## config.mk

```make
export PLATFORM = sky130hd
export DESIGN_NAME = lsdec
export DESIGN_NICKNAME = d
export VERILOG_FILES = /design/src/lsdec_pkg.sv /design/src/lsdec.sv
export SDC_FILE = /design/constraint.sdc
export NUM_CORES = 1
export LEC_CHECK = 0
export BUFFER_PORTS_ARGS = -buffer_cell sky130_fd_sc_hd__clkbuf_2
export CAP_MARGIN = 20
export CORE_MARGIN = 2
export CORE_UTILIZATION = 45
export DETAILED_ROUTE_END_ITERATION = 8
export GPL_TIMING_DRIVEN = 1
export PLACE_DENSITY = 0.67
export REMOVE_ABC_BUFFERS = 1
export SYNTH_ARGS = -nofsm -noshare
export SYNTH_HDL_FRONTEND = slang
export SYNTH_SLANG_ARGS = --single-unit
```

## constraint.sdc

```tcl
create_clock -name clk_i -period 3.8 [get_ports clk_i]
set_input_delay 0.19 -clock clk_i [delete_from_list [all_inputs] [get_ports clk_i]]
set_output_delay 0.19 -clock clk_i [all_outputs]
set_load 0.05 [all_outputs]
```

## src/lsdec_pkg.sv

```systemverilog
// shared types and constants for the logic and string instruction decoder
package lsdec_pkg;
  // opcode patterns, compared against the upper bits of the first byte
  localparam logic [5:0] OPC_AND_RM   = 6'h08;  // 001000dw
  localparam logic [5:0] OPC_OR_RM    = 6'h02;  // 000010dw
  localparam logic [5:0] OPC_XOR_RM   = 6'h0C;  // 001100dw
  localparam logic [5:0] OPC_GRP_IMM  = 6'h20;  // 100000sw
  localparam logic [6:0] OPC_TEST_RM  = 7'h42;  // 1000010w
  localparam logic [6:0] OPC_GRP_UNA  = 7'h7B;  // 1111011w
  localparam logic [6:0] OPC_AND_ACC  = 7'h12;  // 0010010w
  localparam logic [6:0] OPC_OR_ACC   = 7'h06;  // 0000110w
  localparam logic [6:0] OPC_XOR_ACC  = 7'h1A;  // 0011010w
  localparam logic [6:0] OPC_TEST_ACC = 7'h54;  // 1010100w
  localparam logic [6:0] OPC_COMP     = 7'h53;  // 1010011w
  localparam logic [6:0] OPC_PIN      = 7'h36;  // 0110110w
  localparam logic [6:0] OPC_LOAD     = 7'h56;  // 1010110w
  localparam logic [6:0] OPC_MOVE     = 7'h52;  // 1010010w
  localparam logic [6:0] OPC_POUT     = 7'h37;  // 0110111w
  localparam logic [6:0] OPC_SCAN     = 7'h57;  // 1010111w
  localparam logic [6:0] OPC_STOR     = 7'h55;  // 1010101w
  localparam logic [7:0] PFX_REPEAT   = 8'hF3;  // repeat_while_equal_prefix
  // operation field of the addressing byte in the group forms
  localparam logic [2:0] FLD_AND  = 3'h4;
  localparam logic [2:0] FLD_OR   = 3'h1;
  localparam logic [2:0] FLD_XOR  = 3'h6;
  localparam logic [2:0] FLD_TEST = 3'h0;
  localparam logic [2:0] FLD_NOT  = 3'h2;
  localparam logic [1:0] MOD_REG  = 2'h3;   // mode value naming a register
  // execution clock counts
  localparam int CLK_W        = 5;
  localparam int REG_CLOCKS   = 2;
  localparam int MEM_RD_CLK   = 6;
  localparam int MEM_RMW_CLK  = 7;
  localparam int TEST_MEM_CLK = 5;
  localparam int NOT_MEM_CLK  = 6;
  localparam int COMP_CLK     = 10;
  localparam int PIN_CLK      = 9;
  localparam int LOAD_CLK     = 5;
  localparam int MOVE_CLK     = 7;
  localparam int POUT_CLK     = 8;
  localparam int STOR_CLK     = 4;
  // repeated forms: setup clocks and clocks per iteration
  localparam int R_COMP_SET = 5;
  localparam int R_COMP_IT  = 9;
  localparam int R_PIN_SET  = 7;
  localparam int R_PIN_IT   = 6;
  localparam int R_LOAD_SET = 5;
  localparam int R_LOAD_IT  = 6;
  localparam int R_MOVE_SET = 7;
  localparam int R_MOVE_IT  = 4;
  localparam int R_POUT_SET = 6;
  localparam int R_POUT_IT  = 5;
  localparam int R_SCAN_SET = 5;
  localparam int R_SCAN_IT  = 8;
  localparam int R_STOR_SET = 5;
  localparam int R_STOR_IT  = 5;

  // decoded operation
  typedef enum logic [3:0] {
    op_and, op_or, op_xor, op_test, op_not,
    compare_string, port_input_string, load_string, move_string,
    port_output_string, scan_string, store_string
  } op_t;

  // decoded instruction handed to the datapath
  typedef struct packed {
    op_t         op;
    logic        is_byte;     // width bit clear
    logic        reg_dest;    // register field names the destination
    logic        acc_form;    // short form on the accumulator
    logic        mem_operand; // operand in memory
    logic        repeated;    // repeat prefix seen
    logic [1:0]  mod_field;
    logic [2:0]  reg_field;
    logic [2:0]  rm_field;
    logic [31:0] imm;
  } exec_t;

  // timing of one operation
  typedef struct packed {
    logic [4:0] clocks;   // clocks of a single run or one iteration
    logic [4:0] setup;    // setup clocks of the repeated form
    logic [1:0] ndata;    // data cycles of a run or iteration
    logic       last_wr;  // last data cycle is a write
  } timing_t;
endpackage : lsdec_pkg

```

## src/lsdec.sv

```systemverilog
// decoder and timing sequencer for logic, test, invert and string instructions
//
// Contract
// - 001000dw plus addressing byte: AND, 2 clocks
// - 0010001w memory-to-register AND: 6 clocks, 1 cycle
// - group 100000w field 100: AND immediate 2/7
// - 0010010w plus data: accumulator AND, 2 clocks
// - 1000010w test, flags only, 2/5 clocks
// - 1111011w field 000: immediate test 2/5
// - 1010100w plus data: accumulator test, 2 clocks
// - 0000100w OR to memory: 7 clocks, read/write
// - group 100000w field 001: OR immediate 2/7
// - 0000110w plus data: accumulator OR, 2 clocks
// - XOR 001100dw and 0011010w, 2 clocks each
// - group 100000w field 110: XOR immediate 2/7
// - 1111011w field 010: invert, 2/6 clocks
// - 1010011w compare string: 10 clocks, 2 reads
// - 0110110w port input string: 9 clocks, 1 cycle
// - 1010110w load string: 5 clocks, 1 cycle
// - 1010010w move string: 7 clocks, read then write
// - 0110111w port output string: 8 clocks, 1 cycle
// - 1010111w scan string: one data cycle
// - 1010101w store string: 4 clocks, 1 cycle
// - repeat count from 16 or 32 bit count
// - prefixed compare: 5 + 9n, stop at mismatch
`timescale 1ns/100ps
module lsdec #(
  parameter int IMM_WIDE_BYTES = 4,  // bytes of a wide immediate
  parameter int SCAN_CLOCKS    = 7   // clocks of a single scan string
) (
  input  wire logic             clk_i,
  input  wire logic             srst_i,
  input  wire logic             ce_i,          // freezes all state while low
  input  wire logic [7:0]       byte_i,        // opcode stream byte
  input  wire logic             byte_valid_i,
  output logic                  byte_ready_o,
  input  wire logic [31:0]      count_i,       // count register contents
  input  wire logic             addr32_i,      // use 32-bit count form
  input  wire logic             match_i,       // datapath compare equal
  output lsdec_pkg::exec_t      exec_o,        // decoded instruction
  output logic                  busy_o,        // execution under way
  output logic                  bus_req_o,     // data cycle request
  output logic                  bus_write_o,   // data cycle is a write
  output logic                  done_o,        // last execution clock
  output logic                  bad_opcode_o,  // byte not of this group
  output logic [31:0]           count_o        // remaining repeat count
);

  // refuse parameter values the counters cannot serve
  if (IMM_WIDE_BYTES != 2 && IMM_WIDE_BYTES != 4)
  begin : g_bad_imm
    $error("immediate width must be 2 or 4 bytes");
  end
  if (SCAN_CLOCKS < 2 || SCAN_CLOCKS > 31)
  begin : g_bad_scan
    $error("scan clocks out of counter range");
  end

  typedef enum logic [2:0] {
    st_opcode, st_modrm, st_imm, st_issue, st_exec
  } state_t;

  state_t             state_reg;     // decode state
  lsdec_pkg::exec_t   exec_reg;      // decoded fields
  lsdec_pkg::timing_t tm_reg;        // latched timing
  lsdec_pkg::timing_t tm_next;       // timing of the decoded fields
  logic               grp_reg;       // opcode is a field-selected group
  logic               need_imm_reg;  // immediate follows
  logic               imm8_sx_reg;   // single sign-extended immediate byte
  logic [2:0]         imm_left_reg;  // immediate bytes still to come
  logic [1:0]         imm_idx_reg;   // next immediate byte lane
  logic [4:0]         phase_reg;     // clocks left in current phase
  logic               in_setup_reg;  // repeated-form setup phase
  logic [1:0]         data_left_reg; // data cycles left in phase
  logic [31:0]        count_reg;     // remaining iterations
  logic               stop_eq_reg;   // stop on mismatch
  logic               take;          // byte accepted this cycle
  logic               last_clk;      // last clock of current phase
  logic               finish;        // instruction ends this cycle
  logic [3:0]         cls;           // class bits of the offered byte

  // classify the first byte: returns {known, modrm, imm, group}
  function automatic logic [3:0] classify(input logic [7:0] b);
    logic [3:0] c;
    c = 4'h0;
    if (b[7:2] == lsdec_pkg::OPC_AND_RM || b[7:2] == lsdec_pkg::OPC_OR_RM ||
        b[7:2] == lsdec_pkg::OPC_XOR_RM || b[7:1] == lsdec_pkg::OPC_TEST_RM)
      c = 4'hC;
    else if (b[7:2] == lsdec_pkg::OPC_GRP_IMM)
      c = 4'hF;
    else if (b[7:1] == lsdec_pkg::OPC_GRP_UNA)
      c = 4'hF;
    else if (b[7:1] == lsdec_pkg::OPC_AND_ACC || b[7:1] == lsdec_pkg::OPC_OR_ACC ||
             b[7:1] == lsdec_pkg::OPC_XOR_ACC || b[7:1] == lsdec_pkg::OPC_TEST_ACC)
      c = 4'hA;
    else if (b[7:1] == lsdec_pkg::OPC_COMP || b[7:1] == lsdec_pkg::OPC_PIN ||
             b[7:1] == lsdec_pkg::OPC_LOAD || b[7:1] == lsdec_pkg::OPC_MOVE ||
             b[7:1] == lsdec_pkg::OPC_POUT || b[7:1] == lsdec_pkg::OPC_SCAN ||
             b[7:1] == lsdec_pkg::OPC_STOR)
      c = 4'h8;
    return c;
  endfunction : classify

  // operation named by a first byte outside the field-selected groups
  function automatic lsdec_pkg::op_t first_op(input logic [7:0] b);
    lsdec_pkg::op_t o;
    o = lsdec_pkg::op_and;
    if (b[7:2] == lsdec_pkg::OPC_OR_RM || b[7:1] == lsdec_pkg::OPC_OR_ACC)
      o = lsdec_pkg::op_or;
    else if (b[7:2] == lsdec_pkg::OPC_XOR_RM || b[7:1] == lsdec_pkg::OPC_XOR_ACC)
      o = lsdec_pkg::op_xor;
    else if (b[7:1] == lsdec_pkg::OPC_TEST_RM || b[7:1] == lsdec_pkg::OPC_TEST_ACC)
      o = lsdec_pkg::op_test;
    else if (b[7:1] == lsdec_pkg::OPC_COMP) o = lsdec_pkg::compare_string;
    else if (b[7:1] == lsdec_pkg::OPC_PIN) o = lsdec_pkg::port_input_string;
    else if (b[7:1] == lsdec_pkg::OPC_LOAD) o = lsdec_pkg::load_string;
    else if (b[7:1] == lsdec_pkg::OPC_MOVE) o = lsdec_pkg::move_string;
    else if (b[7:1] == lsdec_pkg::OPC_POUT) o = lsdec_pkg::port_output_string;
    else if (b[7:1] == lsdec_pkg::OPC_SCAN) o = lsdec_pkg::scan_string;
    else if (b[7:1] == lsdec_pkg::OPC_STOR) o = lsdec_pkg::store_string;
    return o;
  endfunction : first_op

  // build a timing record from its parts
  function automatic lsdec_pkg::timing_t mk(input int c, input int s,
                                            input int n, input logic w);
    lsdec_pkg::timing_t t;
    t.clocks  = 5'(c);
    t.setup   = 5'(s);
    t.ndata   = 2'(n);
    t.last_wr = w;
    return t;
  endfunction : mk

  // byte handshake: accepted only while decoding
  assign byte_ready_o = ce_i && (state_reg == st_opcode || state_reg == st_modrm ||
                                 state_reg == st_imm);
  assign take = byte_ready_o && byte_valid_i;
  assign cls  = classify(byte_i);

  // decode state sequence
  always_ff @(posedge clk_i)
  begin
    if (srst_i)
      state_reg <= st_opcode;
    else if (ce_i)
    begin
      case (state_reg)
        st_opcode:
          if (take && byte_i != lsdec_pkg::PFX_REPEAT && cls[3])
          begin
            if (cls[2]) state_reg <= st_modrm;
            else if (cls[1]) state_reg <= st_imm;
            else state_reg <= st_issue;
          end
        st_modrm:
          if (take)
          begin
            // group field must name one of this block's operations
            if (grp_reg && exec_reg.op == lsdec_pkg::op_not &&
                byte_i[5:3] != lsdec_pkg::FLD_NOT && byte_i[5:3] != lsdec_pkg::FLD_TEST)
              state_reg <= st_opcode;
            else if (grp_reg && exec_reg.op == lsdec_pkg::op_and &&
                     byte_i[5:3] != lsdec_pkg::FLD_AND && byte_i[5:3] != lsdec_pkg::FLD_OR &&
                     byte_i[5:3] != lsdec_pkg::FLD_XOR)
              state_reg <= st_opcode;
            else if (need_imm_reg && !(grp_reg && exec_reg.op == lsdec_pkg::op_not &&
                                      byte_i[5:3] == lsdec_pkg::FLD_NOT))
              state_reg <= st_imm;
            else
              state_reg <= st_issue;
          end
        st_imm:
          if (take && imm_left_reg == 3'h1)
            state_reg <= st_issue;
        st_issue:
          state_reg <= st_exec;
        st_exec:
          if (finish)
            state_reg <= st_opcode;
        default:
          state_reg <= st_opcode;
      endcase
    end
  end

  // bad opcode pulse, registered
  always_ff @(posedge clk_i)
  begin
    if (srst_i)
      bad_opcode_o <= 1'b0;
    else if (ce_i)
    begin
      bad_opcode_o <= 1'b0;
      if (state_reg == st_opcode && take && byte_i != lsdec_pkg::PFX_REPEAT &&
          !cls[3])
        bad_opcode_o <= 1'b1;
      else if (state_reg == st_modrm && take && grp_reg &&
               ((exec_reg.op == lsdec_pkg::op_not && byte_i[5:3] != lsdec_pkg::FLD_NOT &&
                 byte_i[5:3] != lsdec_pkg::FLD_TEST) ||
                (exec_reg.op == lsdec_pkg::op_and && byte_i[5:3] != lsdec_pkg::FLD_AND &&
                 byte_i[5:3] != lsdec_pkg::FLD_OR && byte_i[5:3] != lsdec_pkg::FLD_XOR)))
        bad_opcode_o <= 1'b1;
    end
  end

  // field capture from opcode, addressing and immediate bytes
  always_ff @(posedge clk_i)
  begin
    if (srst_i)
    begin
      exec_reg     <= '0;
      grp_reg      <= 1'b0;
      need_imm_reg <= 1'b0;
      imm8_sx_reg  <= 1'b0;
      imm_left_reg <= 3'h0;
      imm_idx_reg  <= 2'h0;
    end
    else if (ce_i)
    begin
      if (state_reg == st_opcode && take)
      begin
        if (byte_i == lsdec_pkg::PFX_REPEAT)
          exec_reg.repeated <= 1'b1;
        else
        begin
          exec_reg.op          <= first_op(byte_i);
          if (byte_i[7:1] == lsdec_pkg::OPC_GRP_UNA)
            exec_reg.op        <= lsdec_pkg::op_not;
          exec_reg.is_byte     <= !byte_i[0];
          // direction bit; forms without one write the addressed operand
          exec_reg.reg_dest    <= classify(byte_i) == 4'hC &&
                                  byte_i[7:1] != lsdec_pkg::OPC_TEST_RM &&
                                  byte_i[1];
          exec_reg.acc_form    <= classify(byte_i) == 4'hA;
          exec_reg.mem_operand <= classify(byte_i) == 4'h8;
          // only string forms keep the repeat prefix
          if (classify(byte_i) != 4'h8)
            exec_reg.repeated  <= 1'b0;
          exec_reg.imm         <= 32'h0;
          grp_reg      <= byte_i[7:2] == lsdec_pkg::OPC_GRP_IMM ||
                          byte_i[7:1] == lsdec_pkg::OPC_GRP_UNA;
          need_imm_reg <= cls[1];
          imm8_sx_reg  <= byte_i[7:2] == lsdec_pkg::OPC_GRP_IMM && byte_i[1];
          imm_left_reg <= (byte_i[0] && !(byte_i[7:2] == lsdec_pkg::OPC_GRP_IMM &&
                           byte_i[1])) ? 3'(IMM_WIDE_BYTES) : 3'h1;
          imm_idx_reg  <= 2'h0;
        end
      end
      else if (state_reg == st_modrm && take)
      begin
        exec_reg.mod_field   <= byte_i[7:6];
        exec_reg.reg_field   <= byte_i[5:3];
        exec_reg.rm_field    <= byte_i[2:0];
        exec_reg.mem_operand <= byte_i[7:6] != lsdec_pkg::MOD_REG;
        if (grp_reg && exec_reg.op == lsdec_pkg::op_not &&
            byte_i[5:3] == lsdec_pkg::FLD_TEST)
          exec_reg.op <= lsdec_pkg::op_test;
        else if (grp_reg && exec_reg.op == lsdec_pkg::op_and)
        begin
          if (byte_i[5:3] == lsdec_pkg::FLD_OR)
            exec_reg.op <= lsdec_pkg::op_or;
          else if (byte_i[5:3] == lsdec_pkg::FLD_XOR)
            exec_reg.op <= lsdec_pkg::op_xor;
          else
            exec_reg.op <= lsdec_pkg::op_and;
        end
      end
      else if (state_reg == st_imm && take)
      begin
        // little-endian immediate, single signed byte widened
        if (imm8_sx_reg)
          exec_reg.imm <= {{24{byte_i[7]}}, byte_i};
        else
          exec_reg.imm[8*imm_idx_reg +: 8] <= byte_i;
        imm_idx_reg  <= imm_idx_reg + 2'h1;
        imm_left_reg <= imm_left_reg - 3'h1;
      end
      else if (finish)
        exec_reg.repeated <= 1'b0;
    end
  end

  // clock and data cycle counts of the decoded instruction
  always_comb
  begin
    tm_next = mk(lsdec_pkg::REG_CLOCKS, 0, 0, 1'b0);
    case (exec_reg.op)
      lsdec_pkg::compare_string:
        tm_next = mk(exec_reg.repeated ? lsdec_pkg::R_COMP_IT : lsdec_pkg::COMP_CLK,
                     lsdec_pkg::R_COMP_SET, 2, 1'b0);
      lsdec_pkg::port_input_string:
        tm_next = mk(exec_reg.repeated ? lsdec_pkg::R_PIN_IT : lsdec_pkg::PIN_CLK,
                     lsdec_pkg::R_PIN_SET, 1, 1'b1);
      lsdec_pkg::load_string:
        tm_next = mk(exec_reg.repeated ? lsdec_pkg::R_LOAD_IT : lsdec_pkg::LOAD_CLK,
                     lsdec_pkg::R_LOAD_SET, 1, 1'b0);
      lsdec_pkg::move_string:
        tm_next = mk(exec_reg.repeated ? lsdec_pkg::R_MOVE_IT : lsdec_pkg::MOVE_CLK,
                     lsdec_pkg::R_MOVE_SET, 2, 1'b1);
      lsdec_pkg::port_output_string:
        tm_next = mk(exec_reg.repeated ? lsdec_pkg::R_POUT_IT : lsdec_pkg::POUT_CLK,
                     lsdec_pkg::R_POUT_SET, 1, 1'b0);
      lsdec_pkg::scan_string:
        tm_next = mk(exec_reg.repeated ? lsdec_pkg::R_SCAN_IT : SCAN_CLOCKS,
                     lsdec_pkg::R_SCAN_SET, 1, 1'b0);
      lsdec_pkg::store_string:
        tm_next = mk(exec_reg.repeated ? lsdec_pkg::R_STOR_IT : lsdec_pkg::STOR_CLK,
                     lsdec_pkg::R_STOR_SET, 1, 1'b1);
      default:
        if (exec_reg.mem_operand)
        begin
          if (exec_reg.op == lsdec_pkg::op_test)
            tm_next = mk(lsdec_pkg::TEST_MEM_CLK, 0, 1, 1'b0);
          else if (exec_reg.op == lsdec_pkg::op_not)
            tm_next = mk(lsdec_pkg::NOT_MEM_CLK, 0, 2, 1'b1);
          else if (exec_reg.reg_dest)
            tm_next = mk(lsdec_pkg::MEM_RD_CLK, 0, 1, 1'b0);
          else
            tm_next = mk(lsdec_pkg::MEM_RMW_CLK, 0, 2, 1'b1);
        end
    endcase
  end

  // execution sequencer: phases, data cycles and repeat count
  always_ff @(posedge clk_i)
  begin
    if (srst_i)
    begin
      tm_reg        <= '0;
      phase_reg     <= 5'h0;
      in_setup_reg  <= 1'b0;
      data_left_reg <= 2'h0;
      count_reg     <= 32'h0;
      stop_eq_reg   <= 1'b0;
    end
    else if (ce_i)
    begin
      if (state_reg == st_issue)
      begin
        tm_reg       <= tm_next;
        in_setup_reg <= exec_reg.repeated;
        phase_reg    <= exec_reg.repeated ? tm_next.setup : tm_next.clocks;
        data_left_reg <= exec_reg.repeated ? 2'h0 : tm_next.ndata;
        // count register in its 16 or 32 bit form
        count_reg    <= addr32_i ? count_i : {16'h0000, count_i[15:0]};
        stop_eq_reg  <= exec_reg.repeated &&
                        (exec_reg.op == lsdec_pkg::compare_string ||
                         exec_reg.op == lsdec_pkg::scan_string);
      end
      else if (state_reg == st_exec)
      begin
        if (data_left_reg != 2'h0)
          data_left_reg <= data_left_reg - 2'h1;
        if (!last_clk)
          phase_reg <= phase_reg - 5'h1;
        else if (!finish)
        begin
          // start the next iteration
          phase_reg     <= tm_reg.clocks;
          data_left_reg <= tm_reg.ndata;
          in_setup_reg  <= 1'b0;
          if (!in_setup_reg)
            count_reg <= count_reg - 32'h1;
        end
        else if (!in_setup_reg && tm_reg.setup != 5'h0 && count_reg != 32'h0)
          count_reg <= count_reg - 32'h1;
      end
    end
  end

  // phase end and instruction end
  assign last_clk = state_reg == st_exec && phase_reg == 5'h1;
  always_comb
  begin
    finish = 1'b0;
    if (last_clk)
    begin
      if (!exec_reg.repeated)
        finish = 1'b1;
      else if (in_setup_reg)
        finish = count_reg == 32'h0;
      else
        finish = count_reg == 32'h1 || (stop_eq_reg && !match_i);
    end
  end

  // data cycles come first in each phase, a write only as the last
  assign bus_req_o   = ce_i && state_reg == st_exec && data_left_reg != 2'h0;
  assign bus_write_o = bus_req_o && tm_reg.last_wr && data_left_reg == 2'h1;
  assign done_o      = ce_i && finish;
  assign busy_o      = state_reg == st_issue || state_reg == st_exec;
  assign exec_o      = exec_reg;
  assign count_o     = count_reg;

endmodule : lsdec

```

==> results.ini, run 1 <==
[worst_setup_path]
crit_fanout = 13
reg2reg_slack_ns = 0.55
critPathMaxStageDelay_ns = 0.69
crit_type = flip-flop to flip-flop
r2r-start = count_o[16]
r2r-end = count_o[23]
cp.arrival_ns = 3.51
reg2reg_depth = 7
cp-start-kind = flip-flop
cp_slowest_cell = or4_1
crit_required_ns = 4.06
endpoint_kind = flip-flop
path_cells = or4_1 -> or4_4 -> a2111oi_4 -> o32a_1 -> nor2_1 -> buf_4 -> a221oi_1

[synthesis]
post_synth_instance_area_mm2 = 0.00683
synth_cells = 921
post-synth-top-count-cell = a21oi_1
synth_ff_type = dfxtp_1
async_reset_ff_share_pct = 0
synth_edf_count = 0
ys_warn_count = 0
seq_area_frac_synth_pct = 32.8
avgSynthCellArea_um2 = 7.42
ys_top_cells_by_area = dfxtp_1 (33%), a21oi_1 (8.3%), nor2_1 (5.8%), nand2_1 (5.3%), clkbuf_1 (3.7%)
synth-seq-cells = 112
synth_common_cells = a21oi_1 (113), dfxtp_1 (112), nor2_1 (105)
yosysTopAreaCell = dfxtp_1
synthDistinctLibCells = 75
yosys.area.top_type_share_pct = 32.8

[sta]
slew_headroom_pct = 34.6
maxSlewViolCount = 0
tightest_slew_ns = 0.972
clock.fmax_ghz = 0.308
fin_worst_skew_ns = 0.0109
hold_ws_ns = 0.136
tns_ns = 0
hold_viol_final = 0
timing.final.crit_share_pct = 85.5
layout_min_cycle_time_ns = 3.25
rsz0062_at_grt = no
setup_viol = 0

[floorplan]
pin_count = 133
die_w_um = 127
coreArea_mm2 = 0.0150
num_rows = 45
initial_utilization_pct = 45.4
die_h_um = 127
dieArea_mm2 = 0.0162

[worst_hold_path]
hold_end = count_o[9]
hp-start = count_i[9]
hp-class = input pin to flip-flop
hold_depth = 3

[clock_tree]
clock_latency_ns = 0.36
cts_tree = yes
cts_setup_buffers = 0
htree_levels = 3
cts.sinks = 112
hold_buffers = 0
cts.clk_slew.worst_paths_ns = 0.08
cts_made_buffers = 9
cts_resized = 0
root_buffer = clkbuf_16
clockBufferDepth = 2

[routing]
vias_per_cell = 6.12
wl_per_cell_um = 17.6
drtIter0Drc = 655
drt_pre_antenna_iters = 6
routed_wl_um = 21200
vias = 7364
ant_nets = 0
drc = 0

[power_and_ir_drop]
combPwrFrac_pct = 17.3
power.leakage_nw = 3.12
p_int_mw = 1.80
powerDensity_mw_per_mm2 = 329
seq_power_share_pct = 47.1
ir_drop_uv = 337
p_clk_share_pct = 35.6
power.total_mw = 2.60
p_sw_share_pct = 30.7
switchingPower_mw = 0.798

[final_layout]
drive_gt1_share_pct = 19.4
multiInputGateArea_mm2 = 0.00416
largest_reg_flops = 49
seqCellArea_mm2 = 0.00224
n_antenna_cell = 0
num-fill-cells = 1534
area_growth_pct = 15.6
fin_area_mm2 = 0.00790
nets = 1067

[place]
port_buffers = 132
gp_congestion = 0.872
place_area_mm2 = 0.00762
dp_hpwl_um = 14600

[global_route]
grt_pass1_vias = 6751
grt_pass1_wl_um = 35000
grt_usage_pct = 26.4
antenna_found_initial = 0
grt.overflow.total = 0
grt_max_degree = 75

[run_status]
outcome = complete, no violations

[run]
maxCapViolations = 0

[power groups by stage]
stage          Sequential [mW]  Combinational [mW]  Clock (mW)
2_1_floorplan             1.29               0.232           0
3_3_place_gp              1.25               0.445           0
3_5_place_dp              1.25               0.444           0
4_1_cts                   1.22               0.446       0.942
5_1_grt                   1.23               0.496       0.984
6_report                  1.22               0.449       0.925
[worst max-delay path: cells and delay by family (launching register included)]
kind,cells,cell delay [ns]
flops,1,0.38
simple gates,3,1.35
compound gates,3,1.18
buf+inv,1,0.23
[worst max-delay path by stage]
| stage | start | endpoint |
|---|---|---|
| after detailed placement | count_o[16] | count_o[0] |
| after CTS | count_o[16] | count_o[23] |
| after global placement | count_o[16] | count_o[13] |
| final | count_o[16] | count_o[23] |
| after floorplan | count_o[0] | count_o[31] |
| after global routing | count_o[16] | count_o[1] |
[cell usage in the layout, fill, tap and decap left out, types with 6 or more instances in the layout]
master,instances
nand2_1,96
nor2_1,105
o31ai_1,27
a22oi_1,11
or3_1,11
mux2i_1,9
nor4_1,14
nor3b_1,6
nand4_1,11
or4_1,9
clkbuf_16,9
a21oi_1,113
dfxtp_1,112
o311ai_0,13
a31oi_1,18
o2111ai_1,6
inv_1,29
clkbuf_2,131
o211ai_1,11
a211oi_1,19
a32o_1,7
o21ai_0,40
o22ai_1,8
nor3_1,30
ha_1,10
buf_4,28
nor2b_1,11
nand3_1,14
[layer usage]
layer,global-route usage [%],share of wire (%),vias to the layer above
met5,0,0,-
met4,5.75,1.2,0
met3,5.49,6.6,19
met2,42.8,47,257
met1,36.4,45,3473
li1,-,-,3615
[cell families after synthesis]
logic type,count (synthesis),share of synthesized area [%]
and+or+nand+nor,346,24.9
AOI/OAI and AO/OA,328,31.9
DFF,112,32.8
buffers and inverters,110,6.37
muxes,10,1.48
adders and majority gates,10,1.83
xor gates and xnor gates,5,0.641
[stage by stage]
step                utilization (%)  cells  setup WS [ns]
finish                         52.5   1204          0.549
global route                   52.5   1204          0.423
CTS                            52.5   1204          0.603
detailed placement             50.7   1188          0.613
global placement               50.7   1188          0.631
floorplan                         -    841          0.257
[final cells by class]
type                            instances  share of cell area [%]
Timing Repair Buffer                  159                    11.0
Clock buffer                            9                    2.85
Tap cell                              188                    2.98
Multi-Input combinational cell        699                    52.7
Inverter                               30                    1.43
Sequential cell                       112                    28.4
Clock inverter                          7                   0.681
No activity file was read; power rests on OpenSTA's default activity.
==> run 2, diff against run 1 <==
--- a/config.mk
+++ b/config.mk
@@ -13,6 +13,7 @@
 export GPL_TIMING_DRIVEN = 1
 export PLACE_DENSITY = 0.67
 export REMOVE_ABC_BUFFERS = 1
+export SLEW_MARGIN = 5
 export SYNTH_ARGS = -nofsm -noshare
 export SYNTH_HDL_FRONTEND = slang
 export SYNTH_SLANG_ARGS = --single-unit
==> constraint.sdc (replaced) <==
create_clock -name clk_i -period 3.8 [get_ports clk_i]
set_input_delay 0.19 -clock clk_i [delete_from_list [all_inputs] [get_ports clk_i]]
set_output_delay 0.19 -clock clk_i [all_outputs]
set_load 0.1 [all_outputs]
==> results.ini, run 2 (same netlist as run 1, synthesis figures left out) <==
[clock_tree]
cts.clk_slew.worst_paths_ns = 0.08
cts_tree = yes
cts_made_buffers = 9
clockBufferDepth = 2
cts_resized = 0
cts_setup_buffers = 0
hold_buffers = 0
htree_levels = 3
clock_latency_ns = 0.36
cts.sinks = 112
root_buffer = clkbuf_16

[floorplan]
die_h_um = 127
dieArea_mm2 = 0.0162
pin_count = 133
initial_utilization_pct = 45.4
num_rows = 45
die_w_um = 127
coreArea_mm2 = 0.0150

[global_route]
grt_pass1_wl_um = 34700
grt.overflow.total = 0
grt_max_degree = 75
grt_usage_pct = 26.0
grt_pass1_vias = 6688
antenna_found_initial = 0

[sta]
tightest_slew_ns = 0.949
clock.fmax_ghz = 0.304
timing.final.crit_share_pct = 86.6
rsz0062_at_grt = no
layout_min_cycle_time_ns = 3.29
setup_viol = 0
slew_headroom_pct = 36.2
setup_slack_ns = 0.508
hold_viol_final = 0
maxSlewViolCount = 0
fin_worst_skew_ns = 0.00798

[final_layout]
fin_area_mm2 = 0.00788
nets = 1066
num-fill-cells = 1495
layout_commonest_cell = clkbuf_2
area_growth_pct = 15.4
seqCellArea_mm2 = 0.00224
multiInputGateArea_mm2 = 0.00416
largest_reg_flops = 49
final_cell_mix = clkbuf_2 (131), a21oi_1 (113), dfxtp_1 (112), nor2_1 (105), nand2_1 (96)
finalNonFillerCells = 1203
n_antenna_cell = 0
drive_gt1_share_pct = 19.3

[power_and_ir_drop]
combPwrFrac_pct = 19.0
powerDensity_mw_per_mm2 = 336
ir_drop_uv = 283
p_int_mw = 1.79
p_clk_share_pct = 34.7
power.leakage_nw = 3.10
switchingPower_mw = 0.854
power.total_mw = 2.65
seq_power_share_pct = 46.3
p_sw_share_pct = 32.3

[place]
port_buffers = 132
dp_cells = 1187
place_area_mm2 = 0.00761
pre_cts_slack_ns = 0.595
gp_congestion = 0.862
dp_hpwl_um = 14500

[routing]
drt_pre_antenna_iters = 5
routed_wl_um = 21300
vias = 7351
drtIter0Drc = 674
drc = 0
wl_per_cell_um = 17.7
vias_per_cell = 6.11
ant_nets = 0

[worst_setup_path]
crit_fanout = 11
cp-start-kind = flip-flop
crit_required_ns = 3.61
cp.arrival_ns = 3.10
crit_type = flip-flop to primary output
endpoint_kind = primary output

[run]
maxCapViolations = 0

[worst_hold_path]
hp-class = input pin to flip-flop

[run_status]
outcome = complete, no violations

run 2: cell type report:
| type | count | share of cell area (%) |
|---|---|---|
| clock buffer | 9 | 2.86 |
| clock inverter | 7 | 0.603 |
| inverter | 30 | 1.43 |
| multi-input combinational | 699 | 52.8 |
| sequential | 112 | 28.4 |
| tap | 188 | 2.98 |
| timing repair buffer | 158 | 10.9 |
run 2: power by group through the flow:
stage               clock network, mW  registers, mW  logic [mW]
floorplan                           0           1.34       0.236
global placement                    0           1.25       0.498
detailed placement                  0           1.25       0.497
CTS                             0.933           1.22       0.499
global route                    0.973           1.23       0.547
finish                          0.919           1.23       0.503
run 2: critical path, stage by stage, from the launching register on:
cell and delay, ns:
dfxtp_1 0.38, or4_1 0.69, or4_4 0.57, nor3_1 0.22, nor2_1 0.06, nor3_1 0.30
clkbuf_2 0.52
run 2: final timing paths:
path                    start          end  slack [ns]  cells past startpoint
setup / recovery  count_o[16]       done_o        0.51                      6
hold / removal     count_i[9]   count_o[9]        0.13                      3
setup reg to reg  count_o[16]  count_o[23]        0.55                      7
hold reg to reg     exec_o[3]    exec_o[3]        0.45                      2
run 2: per-stage QoR:
stage / TNS (ns) / util [%] / hold slack (ns)
global placement: 0 / 50.6 / 0.440
detailed placement: 0 / 50.6 / 0.442
floorplan: -1.62 / - / 0.259
finish: 0 / 52.4 / 0.132
CTS: 0 / 52.4 / 0.116
global route: 0 / 52.4 / 0.134
run 2: metal layers:
layer / track usage (%) / vias to the layer above / wire, µm
li1: - / 3611 / -
met1: 35.8 / 3388 / 9730
met2: 40.8 / 315 / 9620
met3: 5.86 / 37 / 1550
met4: 8.21 / 0 / 416
met5: 0 / - / 0
==> run 3, diff against run 2 <==
--- a/config.mk
+++ b/config.mk
@@ -8,10 +8,10 @@
 export BUFFER_PORTS_ARGS = -buffer_cell sky130_fd_sc_hd__clkbuf_2
 export CAP_MARGIN = 20
 export CORE_MARGIN = 2
-export CORE_UTILIZATION = 45
+export CORE_UTILIZATION = 56
 export DETAILED_ROUTE_END_ITERATION = 8
 export GPL_TIMING_DRIVEN = 1
-export PLACE_DENSITY = 0.67
+export PLACE_DENSITY = 0.81
 export REMOVE_ABC_BUFFERS = 1
 export SLEW_MARGIN = 5
 export SYNTH_ARGS = -nofsm -noshare
==> results.ini, run 3 (same netlist as run 1, synthesis figures left out) <==
[clock_tree]
cts_tree = yes
cts_setup_buffers = 0
clock_latency_ns = 0.37
root_buffer = clkbuf_16
cts.clk_slew.worst_paths_ns = 0.08
cts.sinks = 112
cts_resized = 0
cts_made_buffers = 9
clockBufferDepth = 2
htree_levels = 3
hold_buffers = 0

[worst_setup_path]
cp_num_buf_inv = 1
cp-start-kind = flip-flop
path_cells = or4_1 -> or4_4 -> nor3_1 -> nor2_1 -> nor3_1 -> clkbuf_2
path_delay_family = simple AND/OR/NAND/NOR gates
cp.arrival_ns = 3.20
cp_slowest_cell = or4_1
endpoint_kind = primary output
crit_type = flip-flop to primary output
crit_required_ns = 3.61
path_common_cell = nor3_1
crit_fanout = 11
critPathMaxStageDelay_ns = 0.69

[sta]
fin_worst_skew_ns = 0.0138
hold_viol_final = 0
timing.final.crit_share_pct = 89.1
setup_viol = 0
layout_min_cycle_time_ns = 3.39
maxSlewViolCount = 0
rsz0062_at_grt = no
slew_headroom_pct = 28.4
hold_ws_ns = 0.122
tns_ns = 0
setup_slack_ns = 0.413
tightest_slew_ns = 1.07
clock.fmax_ghz = 0.295

[place]
dp_cells = 1141
place_area_mm2 = 0.00752
dp_hpwl_um = 13700
pre_cts_slack_ns = 0.550
port_buffers = 132
gp_congestion = 0.934

[power_and_ir_drop]
ir_drop_uv = 275
power.total_mw = 2.63
power.leakage_nw = 3.08
p_clk_share_pct = 34.6
seq_power_share_pct = 46.6
combPwrFrac_pct = 18.8
switchingPower_mw = 0.842
p_sw_share_pct = 32.0
p_int_mw = 1.79
powerDensity_mw_per_mm2 = 337

[run_status]
outcome = complete, no violations

[final_layout]
drive_gt1_share_pct = 18.9
layout_commonest_cell = clkbuf_2
largest_reg_flops = 49
nets = 1062
fin_area_mm2 = 0.00780
final_cell_mix = clkbuf_2 (131), a21oi_1 (113), dfxtp_1 (112), nor2_1 (105), nand2_1 (96)
n_antenna_cell = 0
final_util_pct = 65.2
num-fill-cells = 1078
area_growth_pct = 14.2
finalNonFillerCells = 1157

[global_route]
grt_usage_pct = 30.5
antenna_found_initial = 0
grt_max_degree = 74
grt_pass1_vias = 6542
grt_pass1_wl_um = 32800
grt.overflow.total = 0

[floorplan]
dieArea_mm2 = 0.0131
die_h_um = 114
coreArea_mm2 = 0.0120
initial_utilization_pct = 57.1
die_w_um = 114
pin_count = 133
num_rows = 40

[routing]
wl_per_cell_um = 17.4
ant_nets = 0
routed_wl_um = 20100
vias = 7479
vias_per_cell = 6.46
drc = 0
drtIter0Drc = 743
drt_pre_antenna_iters = 5

[run]
maxCapViolations = 0

[worst_hold_path]
hp-class = input pin to flip-flop

run 3: area by class of cell:
| type | count | area, µm² | share of cell area [%] |
|---|---|---|---|
| timing repair buffer | 154 | 828 | 10.6 |
| sequential | 112 | 2240 | 28.7 |
| inverter | 30 | 113 | 1.44 |
| tap | 147 | 184 | 2.36 |
| clock inverter | 6 | 46.3 | 0.593 |
| multi-input combinational | 699 | 4160 | 53.4 |
| clock buffer | 9 | 225 | 2.89 |
run 3: path summary, 6_finish.rpt:
path	from	cells after the start	slack [ns]	to
worst min-delay path	count_i[11]	3	0.12	count_o[11]
worst min register to register	exec_o[42]	2	0.45	exec_o[42]
worst max-delay path	count_o[16]	6	0.41	done_o
worst max register to register	count_o[0]	8	0.46	count_o[31]
run 3: layer usage:
| layer | vias up | global-route usage, % | part of all wire [%] | wire length, µm |
|---|---|---|---|---|
| met5 | - | 0 | 0 | 0 |
| met4 | 0 | 13.1 | 3.0 | 611 |
| met3 | 52 | 4.55 | 8.5 | 1710 |
| met2 | 371 | 47.9 | 46 | 9290 |
| met1 | 3451 | 41.9 | 42 | 8500 |
| li1 | 3605 | - | - | - |
run 3: power groups by stage:
stage,combinational [mW],sequential (mW),clock (mW)
final,0.495,1.22,0.911
after global routing,0.536,1.23,0.965
after CTS,0.488,1.22,0.917
after detailed placement,0.485,1.25,0
after global placement,0.484,1.25,0
after floorplan,0.236,1.34,0
run 3: worst reg2reg max path: stages (launching register included):
cell and delay [ns]:
dfxtp_1 0.41, inv_1 0.10, ha_1 0.26, nor3b_1 0.23, nand4_1 0.32, nor3_1 0.12, o32ai_2 0.93, nand2_2 0.47
a32o_1 0.39
